**config.mk**
```make
export PLATFORM = sky130hd
export DESIGN_NAME = mlal_top
export DESIGN_NICKNAME = d
export VERILOG_FILES = /design/src/mlal_pkg.sv /design/src/mlal_limit_mem.sv /design/src/mlal_seq.sv /design/src/mlal_top.sv
export VERILOG_INCLUDE_DIRS = /design/src
export SDC_FILE = /design/constraint.sdc
export NUM_CORES = 1
export LEC_CHECK = 0
export BUFFER_PORTS_ARGS = -buffer_cell sky130_fd_sc_hd__buf_2
export CORE_ASPECT_RATIO = 1.5
export CORE_MARGIN = 2
export CORE_UTILIZATION = 33
export DETAILED_ROUTE_END_ITERATION = 10
export HOLD_SLACK_MARGIN = 0.05
export PLACE_DENSITY = 0.59
export RECOVER_POWER = 50
export REMOVE_ABC_BUFFERS = 1
export SYNTH_ARGS = -nofsm -noshare
export SYNTH_HDL_FRONTEND = slang
export SYNTH_SLANG_ARGS = --single-unit
```
**constraint.sdc**
```tcl
create_clock -name clock -period 3.51 [get_ports clock]
set_input_delay 0.702 -clock clock [delete_from_list [all_inputs] [get_ports clock]]
set_output_delay 0.702 -clock clock [all_outputs]
set_load 0.01 [all_outputs]
```
**src/mlal_defs.svh**
```systemverilog
`ifndef MLAL_DEFS_SVH
`define MLAL_DEFS_SVH

// ----------------------------------------
// register offsets
// ----------------------------------------
`define MLAL_OFS_CFG 8'h00
`define MLAL_OFS_STAT 8'h01
`define MLAL_OFS_MASK 8'h03
`define MLAL_OFS_RATE 8'h07
`define MLAL_OFS_CHDIS 8'h08
`define MLAL_OFS_ONESHOT 8'h09
`define MLAL_OFS_ADVCFG 8'h0b
`define MLAL_OFS_LIM_LO 8'h2a
`define MLAL_OFS_LIM_HI 8'h39
`define MLAL_OFS_THOT 8'h38
`define MLAL_OFS_THYST 8'h39

// ----------------------------------------
// field positions and reset values
// ----------------------------------------
`define MLAL_CFG_START 0
`define MLAL_CFG_INTEN 1
`define MLAL_CFG_INTCLR 3
`define MLAL_CFG_INIT 7
`define MLAL_CFG_RST 8'h08
`define MLAL_ZERO_RST 8'h00
`define MLAL_RATE_CONT 0
`define MLAL_ADV_MODE_LSB 1
`define MLAL_MODE_ALLV 2'h1
`define MLAL_MODE_DIFF 2'h2
`define MLAL_MODE_MIX 2'h3
`define MLAL_MODE_DIFF_CHS 3'h4
`define MLAL_MODE_MIX_CHS 3'h6
`define MLAL_TEMP_CH 3'h7
`define MLAL_LAST_CH 3'h7
`define MLAL_FIRST_CH 3'h0
`define MLAL_TEMP_BITS 9
`define MLAL_VOLT_TOP 11
`define MLAL_VOLT_LSB 4

// ----------------------------------------
// timing
// ----------------------------------------
`define MLAL_LP_CYCLE_MS 728
`define MLAL_CLK_MHZ 250
`define MLAL_LP_CYCLES (`MLAL_LP_CYCLE_MS * `MLAL_CLK_MHZ * 1000)

`endif

```
**src/mlal_pkg.sv**
```systemverilog
`include "mlal_defs.svh"

package mlal_pkg;

    typedef struct packed {
        logic wr;
        logic rd;
        logic [7:0] addr;
        logic [7:0] wdata;
    } mlal_req_t;

    typedef struct packed {
        logic valid;
        logic [2:0] chan;
        logic [11:0] data;
    } mlal_conv_t;

    typedef enum logic [1:0] {CMP_IDLE, CMP_RDHI, CMP_RDLO} mlal_cmp_t;
    typedef enum logic [1:0] {SEQ_IDLE, SEQ_NEXT, SEQ_WAIT, SEQ_END} mlal_seq_t;

    function automatic logic mlal_present(input logic [1:0] m, input logic [2:0] c);
        logic ok;
        ok = 1'b1;
        if (m == `MLAL_MODE_DIFF) begin
            ok = c < `MLAL_MODE_DIFF_CHS;
        end else if (m == `MLAL_MODE_MIX) begin
            ok = c < `MLAL_MODE_MIX_CHS;
        end
        return ok || (c == `MLAL_TEMP_CH);
    endfunction : mlal_present

    function automatic logic mlal_is_temp(input logic [1:0] m, input logic [2:0] c);
        return (m != `MLAL_MODE_ALLV) && (c == `MLAL_TEMP_CH);
    endfunction : mlal_is_temp

endpackage : mlal_pkg

```
**src/mlal_limit_mem.sv**
```systemverilog
`timescale 1ns/1ps

module mlal_limit_mem import mlal_pkg::*; #(
    parameter int W = 8,
    parameter int D = 16,
    parameter int AW = $clog2(D)
) (
    input wire logic clock,
    input wire logic wrEn,
    input wire logic [AW-1:0] wrAddr,
    input wire logic [W-1:0] wrData,
    input wire logic [AW-1:0] rdAddrA,
    output logic [W-1:0] rdDataA,
    input wire logic [AW-1:0] rdAddrB,
    output logic [W-1:0] rdDataB
);
    // limits power up indeterminate, so no reset on the array
    logic [W-1:0] mem [D];

    always_ff @(posedge clock) begin
        if (wrEn) begin
            mem[wrAddr] <= wrData;
        end
        rdDataA <= mem[rdAddrA];
        rdDataB <= mem[rdAddrB];
    end

endmodule : mlal_limit_mem

```
**src/mlal_seq.sv**
```systemverilog
`timescale 1ns/1ps
`include "mlal_defs.svh"

module mlal_seq import mlal_pkg::*; #(
    parameter int LP_CYCLES = `MLAL_LP_CYCLES,
    parameter int CW = $clog2(LP_CYCLES + 1)
) (
    input wire logic clock,
    input wire logic reset_n,
    input wire logic run,
    input wire logic halt,
    input wire logic lowPower,
    input wire logic oneShot,
    input wire logic [1:0] mode,
    input wire logic [7:0] chanDis,
    input wire logic convDone,
    output logic convStart_r,
    output logic [2:0] chan_r,
    output logic busy_r
);
    mlal_seq_t state_r;
    logic pass1_r;
    logic [CW-1:0] cyc_r;

    wire chanOn = mlal_present(mode, chan_r) && !chanDis[chan_r];
    wire lastChan = chan_r == `MLAL_LAST_CH;
    wire lpDone = cyc_r >= CW'(LP_CYCLES - 1);
    wire go = (run || oneShot) && !halt;
    wire keepOn = run || pass1_r;

    // ----------------------------------------
    // round-robin walk
    // ----------------------------------------
    always_ff @(posedge clock) begin
        if (!reset_n) begin
            state_r <= SEQ_IDLE;
            chan_r <= `MLAL_FIRST_CH;
            pass1_r <= 1'b0;
            cyc_r <= '0;
            convStart_r <= 1'b0;
            busy_r <= 1'b0;
        end else begin
            convStart_r <= 1'b0;
            cyc_r <= cyc_r + 1'b1;
            busy_r <= state_r != SEQ_IDLE;
            unique case (state_r)
                SEQ_IDLE: begin
                    if (go) begin
                        chan_r <= `MLAL_FIRST_CH;
                        pass1_r <= !run;
                        cyc_r <= '0;
                        state_r <= SEQ_NEXT;
                    end
                end
                SEQ_NEXT: begin
                    if (halt || !keepOn) begin
                        state_r <= SEQ_IDLE;
                    end else if (chanOn) begin
                        convStart_r <= 1'b1;
                        state_r <= SEQ_WAIT;
                    end else if (lastChan) begin
                        state_r <= SEQ_END;
                    end else begin
                        chan_r <= chan_r + 1'b1;
                    end
                end
                SEQ_WAIT: begin
                    // a started conversion always finishes
                    if (convDone) begin
                        if (lastChan) begin
                            state_r <= SEQ_END;
                        end else begin
                            chan_r <= chan_r + 1'b1;
                            state_r <= SEQ_NEXT;
                        end
                    end
                end
                SEQ_END: begin
                    // low power idles here until the period is used up
                    if (pass1_r || halt || !run) begin
                        pass1_r <= 1'b0;
                        state_r <= SEQ_IDLE;
                    end else if (!lowPower || lpDone) begin
                        chan_r <= `MLAL_FIRST_CH;
                        cyc_r <= '0;
                        state_r <= SEQ_NEXT;
                    end
                end
            endcase
        end
    end

endmodule : mlal_seq

```
**src/mlal_top.sv**
```systemverilog
`timescale 1ns/1ps
`include "mlal_defs.svh"

// Contract
// - a temperature reading is 9-bit two's complement, half a degree per step.
// - a temperature limit is 8-bit two's complement, one degree per step.
// - temperature above the high limit at 38h raises its interrupt; 39h holds hysteresis.
// - alert is active only with clear low, enable high and a live violation.
// - reading the status register returns it and then clears every bit not set by a violation in that cycle.
// - clearing the status releases alert until the loop sets a new violation.
// - writing the clear control bit high releases the alert.
// - while the clear control bit is high the monitoring loop is stopped.
// - a temperature interrupt holds until a status read or the initialization bit.
// - after reset of a high-limit interrupt it comes back at the next conversion.
// - it keeps coming back until reading is at or below hysteresis and status was read.
// - conversion runs continuous, low power, or one pass on demand.
// - low power converts all enabled channels once then sleeps, about 728 ms a cycle.
// - channel set per mode: 1+7, 0+8, 1+4, 1+6 temperature plus voltage.
// - a mask bit of one keeps its status bit off the alert output.
module mlal_top import mlal_pkg::*; #(
    parameter int LP_CYCLES = `MLAL_LP_CYCLES
) (
    input wire logic clock,
    input wire logic reset_n,
    input wire mlal_req_t req,
    output logic [7:0] rdData,
    output logic rdValid,
    input wire mlal_conv_t conv,
    output logic convStart,
    output logic [2:0] convChan,
    output logic busy,
    output logic alertN
);
    logic [7:0] cfg_r;
    logic [7:0] status_r;
    logic [7:0] status_nxt;
    logic [7:0] mask_r;
    logic [7:0] rate_r;
    logic [7:0] chDis_r;
    logic [7:0] advCfg_r;
    logic [7:0] rdRegVal_r;
    logic rdIsLim_r;
    logic rdPend_r;
    logic [7:0] rdData_r;
    logic rdValid_r;
    logic alertN_r;
    mlal_cmp_t cmp_r;
    logic [2:0] chanL_r;
    logic [11:0] dataL_r;
    logic [7:0] hi_r;
    logic hotLatch_r;
    logic [7:0] memA;
    logic [7:0] memB;

    // ----------------------------------------
    // register decode
    // ----------------------------------------
    wire wrCfg = req.wr && req.addr == `MLAL_OFS_CFG;
    wire wrMask = req.wr && req.addr == `MLAL_OFS_MASK;
    wire wrRate = req.wr && req.addr == `MLAL_OFS_RATE;
    wire wrChDis = req.wr && req.addr == `MLAL_OFS_CHDIS;
    wire wrOneShot = req.wr && req.addr == `MLAL_OFS_ONESHOT;
    wire wrAdv = req.wr && req.addr == `MLAL_OFS_ADVCFG;
    wire inLim = req.addr >= `MLAL_OFS_LIM_LO && req.addr <= `MLAL_OFS_LIM_HI;
    wire limWr = req.wr && inLim;
    wire [3:0] limIdx = 4'(req.addr - `MLAL_OFS_LIM_LO);
    wire statusRead = req.rd && req.addr == `MLAL_OFS_STAT;
    wire initReq = wrCfg && req.wdata[`MLAL_CFG_INIT];
    wire clrBit = cfg_r[`MLAL_CFG_INTCLR];
    wire [1:0] mode = advCfg_r[`MLAL_ADV_MODE_LSB +: 2];
    wire [7:0] regVal =
        req.addr == `MLAL_OFS_CFG ? cfg_r :
        req.addr == `MLAL_OFS_STAT ? status_r :
        req.addr == `MLAL_OFS_MASK ? mask_r :
        req.addr == `MLAL_OFS_RATE ? rate_r :
        req.addr == `MLAL_OFS_CHDIS ? chDis_r :
        req.addr == `MLAL_OFS_ADVCFG ? advCfg_r : `MLAL_ZERO_RST;

    // ----------------------------------------
    // limit store and loop
    // ----------------------------------------
    wire [3:0] cmpIdx = cmp_r == CMP_IDLE ? {conv.chan, 1'b0} : {chanL_r, 1'b1};

    mlal_limit_mem #(
        .W(8),
        .D(16)
    ) u_limits (
        .clock(clock),
        .wrEn(limWr),
        .wrAddr(limIdx),
        .wrData(req.wdata),
        .rdAddrA(limIdx),
        .rdDataA(memA),
        .rdAddrB(cmpIdx),
        .rdDataB(memB)
    );

    mlal_seq #(
        .LP_CYCLES(LP_CYCLES)
    ) u_seq (
        .clock(clock),
        .reset_n(reset_n),
        .run(cfg_r[`MLAL_CFG_START]),
        .halt(clrBit),
        .lowPower(!rate_r[`MLAL_RATE_CONT]),
        .oneShot(wrOneShot),
        .mode(mode),
        .chanDis(chDis_r),
        .convDone(conv.valid),
        .convStart_r(convStart),
        .chan_r(convChan),
        .busy_r(busy)
    );

    // ----------------------------------------
    // limit compare
    // ----------------------------------------
    // both sides widened to 10-bit half-degree units so sign survives
    wire evalNow = cmp_r == CMP_RDLO;
    wire isTemp = mlal_is_temp(mode, chanL_r);
    wire [9:0] tExt = {dataL_r[`MLAL_TEMP_BITS-1], dataL_r[`MLAL_TEMP_BITS-1:0]};
    wire [9:0] hotExt = {hi_r[7], hi_r, 1'b0};
    wire [9:0] hystExt = {memB[7], memB, 1'b0};
    wire overHot = $signed(tExt) > $signed(hotExt);
    wire belowHyst = $signed(tExt) <= $signed(hystExt);
    wire [7:0] vTop = dataL_r[`MLAL_VOLT_TOP:`MLAL_VOLT_LSB];
    wire voltViol = vTop > hi_r || vTop <= memB;
    wire tempViol = overHot || (hotLatch_r && !belowHyst);
    wire viol = isTemp ? tempViol : voltViol;
    wire [7:0] statSet = (evalNow && viol) ? 8'(8'h01 << chanL_r) : 8'h00;
    wire alertLive = !clrBit && cfg_r[`MLAL_CFG_INTEN] && |(status_r & ~mask_r);

    // set wins over the read clear so no event is lost
    always_comb begin
        status_nxt = (statusRead || initReq) ? 8'h00 : status_r;
        status_nxt = status_nxt | statSet;
    end

    always_ff @(posedge clock) begin
        if (!reset_n) begin
            cmp_r <= CMP_IDLE;
            chanL_r <= `MLAL_FIRST_CH;
            dataL_r <= '0;
            hi_r <= `MLAL_ZERO_RST;
            hotLatch_r <= 1'b0;
        end else begin
            unique case (cmp_r)
                CMP_IDLE: begin
                    // results during a compare are dropped; loop waits anyway
                    if (conv.valid) begin
                        chanL_r <= conv.chan;
                        dataL_r <= conv.data;
                        cmp_r <= CMP_RDHI;
                    end
                end
                CMP_RDHI: begin
                    hi_r <= memB;
                    cmp_r <= CMP_RDLO;
                end
                CMP_RDLO: begin
                    cmp_r <= CMP_IDLE;
                    if (isTemp && overHot) begin
                        hotLatch_r <= 1'b1;
                    end else if (isTemp && belowHyst) begin
                        hotLatch_r <= 1'b0;
                    end
                end
            endcase
        end
    end

    // ----------------------------------------
    // registers and read path
    // ----------------------------------------
    always_ff @(posedge clock) begin
        if (!reset_n || initReq) begin
            cfg_r <= `MLAL_CFG_RST;
            mask_r <= `MLAL_ZERO_RST;
            rate_r <= `MLAL_ZERO_RST;
            chDis_r <= `MLAL_ZERO_RST;
            advCfg_r <= `MLAL_ZERO_RST;
        end else begin
            if (wrCfg) begin
                cfg_r <= req.wdata & ~(8'h01 << `MLAL_CFG_INIT);
            end
            if (wrMask) begin
                mask_r <= req.wdata;
            end
            if (wrRate) begin
                rate_r <= req.wdata;
            end
            if (wrChDis) begin
                chDis_r <= req.wdata;
            end
            if (wrAdv) begin
                advCfg_r <= req.wdata;
            end
        end
    end

    always_ff @(posedge clock) begin
        if (!reset_n) begin
            status_r <= `MLAL_ZERO_RST;
            rdRegVal_r <= `MLAL_ZERO_RST;
            rdIsLim_r <= 1'b0;
            rdPend_r <= 1'b0;
            rdData_r <= `MLAL_ZERO_RST;
            rdValid_r <= 1'b0;
            alertN_r <= 1'b1;
        end else begin
            status_r <= status_nxt;
            rdRegVal_r <= regVal;
            rdIsLim_r <= inLim;
            rdPend_r <= req.rd;
            rdData_r <= rdIsLim_r ? memA : rdRegVal_r;
            rdValid_r <= rdPend_r;
            alertN_r <= !alertLive;
        end
    end

    assign rdData = rdData_r;
    assign rdValid = rdValid_r;
    assign alertN = alertN_r;
endmodule : mlal_top

```
* Word level (Yosys, flattened, before mapping)
Memory sizes are Yosys's and may differ from the RTL's. A register that Yosys moved wholly into a read port is not among the register bits.
Cells that the tools add are included.
** Word-level totals
- Flip-flop bits (word level) :: 129
- Latch bits :: 0
- Bits in writable memories :: 128
- Bits in read-only memories :: 0
- Logic and storage cells :: 167
- Memories :: 1
** Memories
- u_limits.mem :: depth 16, bits a word 8, read ports 2, clocked after memory_dff 2, wr ports 1, line mlal_limit_mem.sv:18 : logic [W-1:0] mem [D];
** Cells by class
- Add/sub/neg operators :: 3
- $mul :: 0
- Divide/modulo/power cells :: 0
- Order comparisons :: 10
- Equality and inequality tests :: 26
- Shift operators :: 1
- Muxes and demuxes :: 46
- Bitwise operators :: 5
- Reductions and logical operators :: 51
** Operator list (count)
- 28-bit 2-to-1 mux :: 3
- 8-bit 2-to-1 mux :: 8
- 28-bit case mux with 2 select lines :: 1
- 28-bit by 1-bit adder with 28-bit output (second input constant) :: 1
- 28-bit >= comparator (second input constant) :: 1
- 8-bit by 4-bit == test with 1-bit output (second input constant) :: 3
- 3-bit 2-to-1 mux :: 7
- 1-bit logical AND :: 19
- 2-bit 2-to-1 mux :: 9
- 3-bit case mux with 4 select lines :: 1
- 1-bit logical OR :: 11
- 1-bit 2-to-1 mux :: 11
- 2-bit == test (second input constant) :: 5
- 2-bit != test (second input constant) :: 5
- 9-bit > comparator :: 1
- 9-bit less-or-equal comparator :: 1
- 8-bit AND :: 1
- 8-bit by 1-bit == test with 1-bit output (second input constant) :: 1
- 8-bit by 2-bit == test with 1-bit output (second input constant) :: 1
- 8-bit by 3-bit == test with 1-bit output (second input constant) :: 1
- 8-bit by 6-bit >= comparator with 1-bit output (second input constant) :: 1
- 8-bit > comparator :: 1
- 8-bit by 6-bit less-or-equal comparator with 1-bit output (second input constant) :: 1
- 8-bit less-or-equal comparator :: 1
- 30 further kinds :: 47

* Logic depth before layout (Yosys ltp)
- Depth after elaboration :: 8
- Depth in mapped cells :: 9
- Depth with buffers taken out :: 8

* Cells and area by module
Synthesis repeated with hierarchy kept, for this count alone.
** Unflattened totals
- Cells, all modules :: 1067
- Area total of the unflattened synthesis :: 12992.5 um^2
** By module, submodules not included
- mlal_limit_mem :: times used 1, cells each 307, area each 6344.8 um^2, sequential area each 4164.0 um^2
- mlal_top :: times used 1, cells each 540, area each 4719.5 um^2, sequential area each 1861.8 um^2
- mlal_seq :: times used 1, cells each 220, area each 1928.1 um^2, sequential area each 720.7 um^2

* Worst setup path before layout
No wires, ideal clock.
- Path type :: input-to-reg
- Start :: input port req[9] (netlist name)
- End :: memory u_limits.mem[3][0] (enable)
- Arrival time :: 2.981 ns
- Data required time :: 3.140 ns
- Path slack :: 0.159 ns
- Stages :: 8
- Path buffers :: 3
- Cell sequence :: clkbuf_1 -> clkbuf_1 -> inv_1 -> ha_1 -> xor2_1 -> clkbuf_1 -> nand2_1 -> nor2_1
** On the way
- Word-level cells in the longest chain between the ends :: 5
- Elaborated cells on any way between the ends :: 7
** RTL lines
- start, declared :: line mlal_top.sv:25 : input wire mlal_req_t req,
- 8-bit by 6-bit >= comparator with 1-bit output (no source line) / 8-bit by 6-bit less-or-equal comparator with 1-bit output (equally long branches)
- 1-bit logical AND (no source line)
- 1-bit logical AND :: line mlal_top.sv:65 : wire limWr = req.wr && inLim;
- 1-bit 2-to-1 mux :: line mlal_limit_mem.sv:21 : if (wrEn) begin
- 1-bit 2-to-1 mux (not written as such) :: line mlal_limit_mem.sv:22 : mem[wrAddr] <= wrData;
- end, declared :: line mlal_limit_mem.sv:18
Parallel ways exist; a longest one is shown, timed or not.

* Worst setup path in the final report
- Start :: input port req[9] (netlist name)
- End :: memory u_limits.mem[2][7] (enable)
Same word-level chain as after synthesis.

==> summary.txt <==
Outcome
  • Status: finished with violations
  • Failing checks: max-capacitance violations, max-slew violations

Final layout
  • Final Core Density: 38.19%
  • Most common cell after layout, fill and taps aside: dfxtp_1
  • Layout area overhead: 14.26%
  • Diodes inserted: 0
  • Max FFs per register: approximately 130
  • Share of cells above drive strength 1: between 10 and 15%
  • Top reg by flops: u_limits.mem
  • Most frequent cells in the layout: 144 x dfxtp_1, 128 x edfxtp_1, 97 x nand2_1
  • Biggest regs: u_limits.mem x128, u_seq.cyc_r x28, dataL_r x12
  • Nets: 1249

Global routing
  • Initial antenna violation count: 0
  • Largest net degree at the start of global routing: 52
  • Grt total ovfl: 0
  • GR Util All Layers: 16.25%
  • Wire length of the first global-routing pass: 50.54 mm
  • Vias in the first global route: 9040

Critical path
  • Max stage delay on crit path: roughly 0.71 ns
  • Crit path DAT: 3.00 ns
  • Critical path endpoint category: register
  • Critical Path Start: req[9]
  • Cells along the critical path: buf_2 -> buf_4 -> inv_1 -> ha_1 -> xor2_1 -> clkbuf_1 -> nand2_1 -> nor2_1 -> buf_4
  • R2r startpoint: dataL_r[8]
  • WS Path Type: in -> reg
  • CP Data Required Time: between 3 and 4 ns
  • Critical path startpoint category: input port
  • CP dominant cell by count: buf_4
  • CP max FO: 24
  • Max stage delay cell, worst path: clkbuf_1

Clock tree
  • Clock sink count: roughly 270
  • Post-CTS Resized: 0
  • H-Tree Depth: 1
  • Hold-fix buffer count after cts: 0
  • CTS Root Cell: clkbuf_16
  • CTS Buf Count: 28
  • Worst-path clk slew: 0.07 ns
  • Setup repair bufs after CTS: 0
  • Clk buf depth: 3
  • Worst skew pair latency: 0.55 ns
  • CTS tree: done

Floorplan
  • I/O pin count: 51
  • Die height: 246.0 um
  • Cell row count: 88
  • Starting Density: 33.43%
  • Total die area: ~40000 um2
  • Die span in x: 165.3 um
  • Core Region: 38540 um2

Drt
  • DRT iter0 DRCs: 676
  • DRC violations left: 0
  • Via density: 5.266
  • Routed vias: 8868
  • Total wire length: 32.98 mm
  • Antenna-violating nets left: 0
  • Routed WL per cell: just under 20 um
  • TritonRoute pass-1 iters: 5

Job
  • Max-cap viol count: 1

STA
  • Final Max Slew Viols: 43
  • Hold violation count in the final report: 0
  • Slew headroom: -24.55%
  • RSZ-0062 raised after global routing: false
  • Worst-Margin Slew: approximately 1.9 ns
  • Setup TNS: 0 ns
  • Worst setup margin: 0.7528 ns
  • Final Skew: 0.01291 ns
  • Fmax: 0.3627 GHz
  • Tmin final: 2.757 ns
  • Fin crit share: 78.55%
  • Setup Viol. Count Final: 0

Synthesis
  • Top_reg_cell synth: dfxtp_1
  • Asr flop ratio synth: 0%
  • Synthesized area: around 13000 um2
  • Seq/Total Area, Yosys: 52.37%
  • Syn avg cell area: 11.62 um2
  • #FFs+latches synth: around 270
  • Number of synthesized flops with an enable pin: 128
  • Synth Instances: between 1000 and 1500
  • Yosys Warn Count: 0
  • Cell variety after synth: 63

Place
  • IO Port Bufs: 50
  • Global placer's final weighted congestion: 0.7911
  • Detailed Place HPWL: between 20 and 25 mm
  • Place WS: 0.5352 ns

Power and ir drop
  • Pleak: 5.224 nW
  • Total power: 0.007639 W
  • Register share of total power: ~46%
  • Combinational share of power: 15.0%
  • Clock share of power: between 30% and 40%
  • NetSw: 0.001977 W
  • PwrDens: 519.0 nW/um2
  • Cell-internal power: between 0.005 and 0.006 W
  • Sw frac: 25.88%
  • Worst VDD drop: 0.4127 mV

Hold path
  • Hold Crit Class: in -> reg
  • Hold Path Origin: conv[0]
-- power by group through the flow --
stage / combinational (W) / sequential [W] / clock [W]
after floorplan: 0.000727 / 0.00358 / 0
after global placement: 0.00113 / 0.00359 / 0
after detailed placement: 0.00115 / 0.00359 / 0
after CTS: 0.00116 / 0.00352 / 0.00304
after global routing: 0.00126 / 0.00353 / 0.00316
final: 0.00114 / 0.00352 / 0.00298
-- layer usage --
layer	GRT usage [%]	up-vias	part of all wire, %
li1	-	4227	-
met1	18.64	4357	40
met2	29.64	219	52
met3	2.273	65	4.5
met4	7.226	0	4.1
met5	0	-	0
-- path summary, 6_finish.rpt --
path                             end  slack (ns)  depth (start not counted)
setup / recovery  u_limits.mem[2][7]        0.75                          9
hold / removal            dataL_r[0]        0.41                          3
setup reg to reg         status_r[7]        0.91                          7
hold reg to reg             cfg_r[2]        0.46                          2
-- cell families after synthesis --
group | after synthesis | share of synthesized area (%)
AOI/OAI and AO/OA | 185 | 9.723
xor gates and xnor gates | 29 | 1.972
adders and majority gates | 44 | 4.274
buffers and inverters | 103 | 3.205
DFF | 273 | 52.37
muxes | 136 | 15.42
and+or+nand+nor | 339 | 13.03
-- synthesized netlist by cell type (14+ instances only) --
| cell type | n | share of area (%) |
|---|---|---|
| xor2_1 | 20 | 1.4 |
| nor2_1 | 70 | 2.0 |
| o21ai_0 | 14 | 0.54 |
| ha_1 | 44 | 4.3 |
| dfxtp_1 | 145 | 23 |
| nand2_1 | 97 | 2.8 |
| a211oi_1 | 34 | 2.0 |
| nand3_1 | 49 | 1.9 |
| edfxtp_1 | 128 | 30 |
| nor3_1 | 17 | 0.66 |
| a21oi_1 | 59 | 2.3 |
| mux4_2 | 50 | 8.7 |
| nor2b_1 | 43 | 2.1 |
| inv_1 | 42 | 1.2 |
| mux2i_1 | 86 | 6.7 |
| clkbuf_1 | 45 | 1.3 |
| a21boi_0 | 21 | 1.2 |
-- metrics by stage --
| stage | hold slack [ns] | std cells | cell area, um2 |
|---|---|---|---|
| global placement | 0.4424 | 1634 | 13840 |
| CTS | 0.3835 | 1684 | 14760 |
| floorplan | 0.4118 | 1048 | 12630 |
| global route | 0.4069 | 1684 | 14720 |
| detailed placement | 0.4328 | 1634 | 13840 |
| finish | 0.4061 | 1684 | 14720 |
-- area by class of cell --
class / count / area (um2)
Inverter: 42 / 157.7
Sequential cell: 273 / 6748
Fill cell: 3728 / 23820
Multi-Input combinational cell: 733 / 5732
Clock inverter: 8 / 97.59
Timing Repair Buffer: 91 / 539.3
Tap cell: 495 / 619.3
Clock buffer: 42 / 824.5
-- critical path, delay by kind of cell --
family	cells	cell delay, ns
XOR/XNOR	1	0.13
adder cells (fa/ha/maj)	1	0.23
buffers and inverters	5	1.53
AND/OR/NAND/NOR	2	0.39
Note: power is estimated with default switching activity, not from simulation.
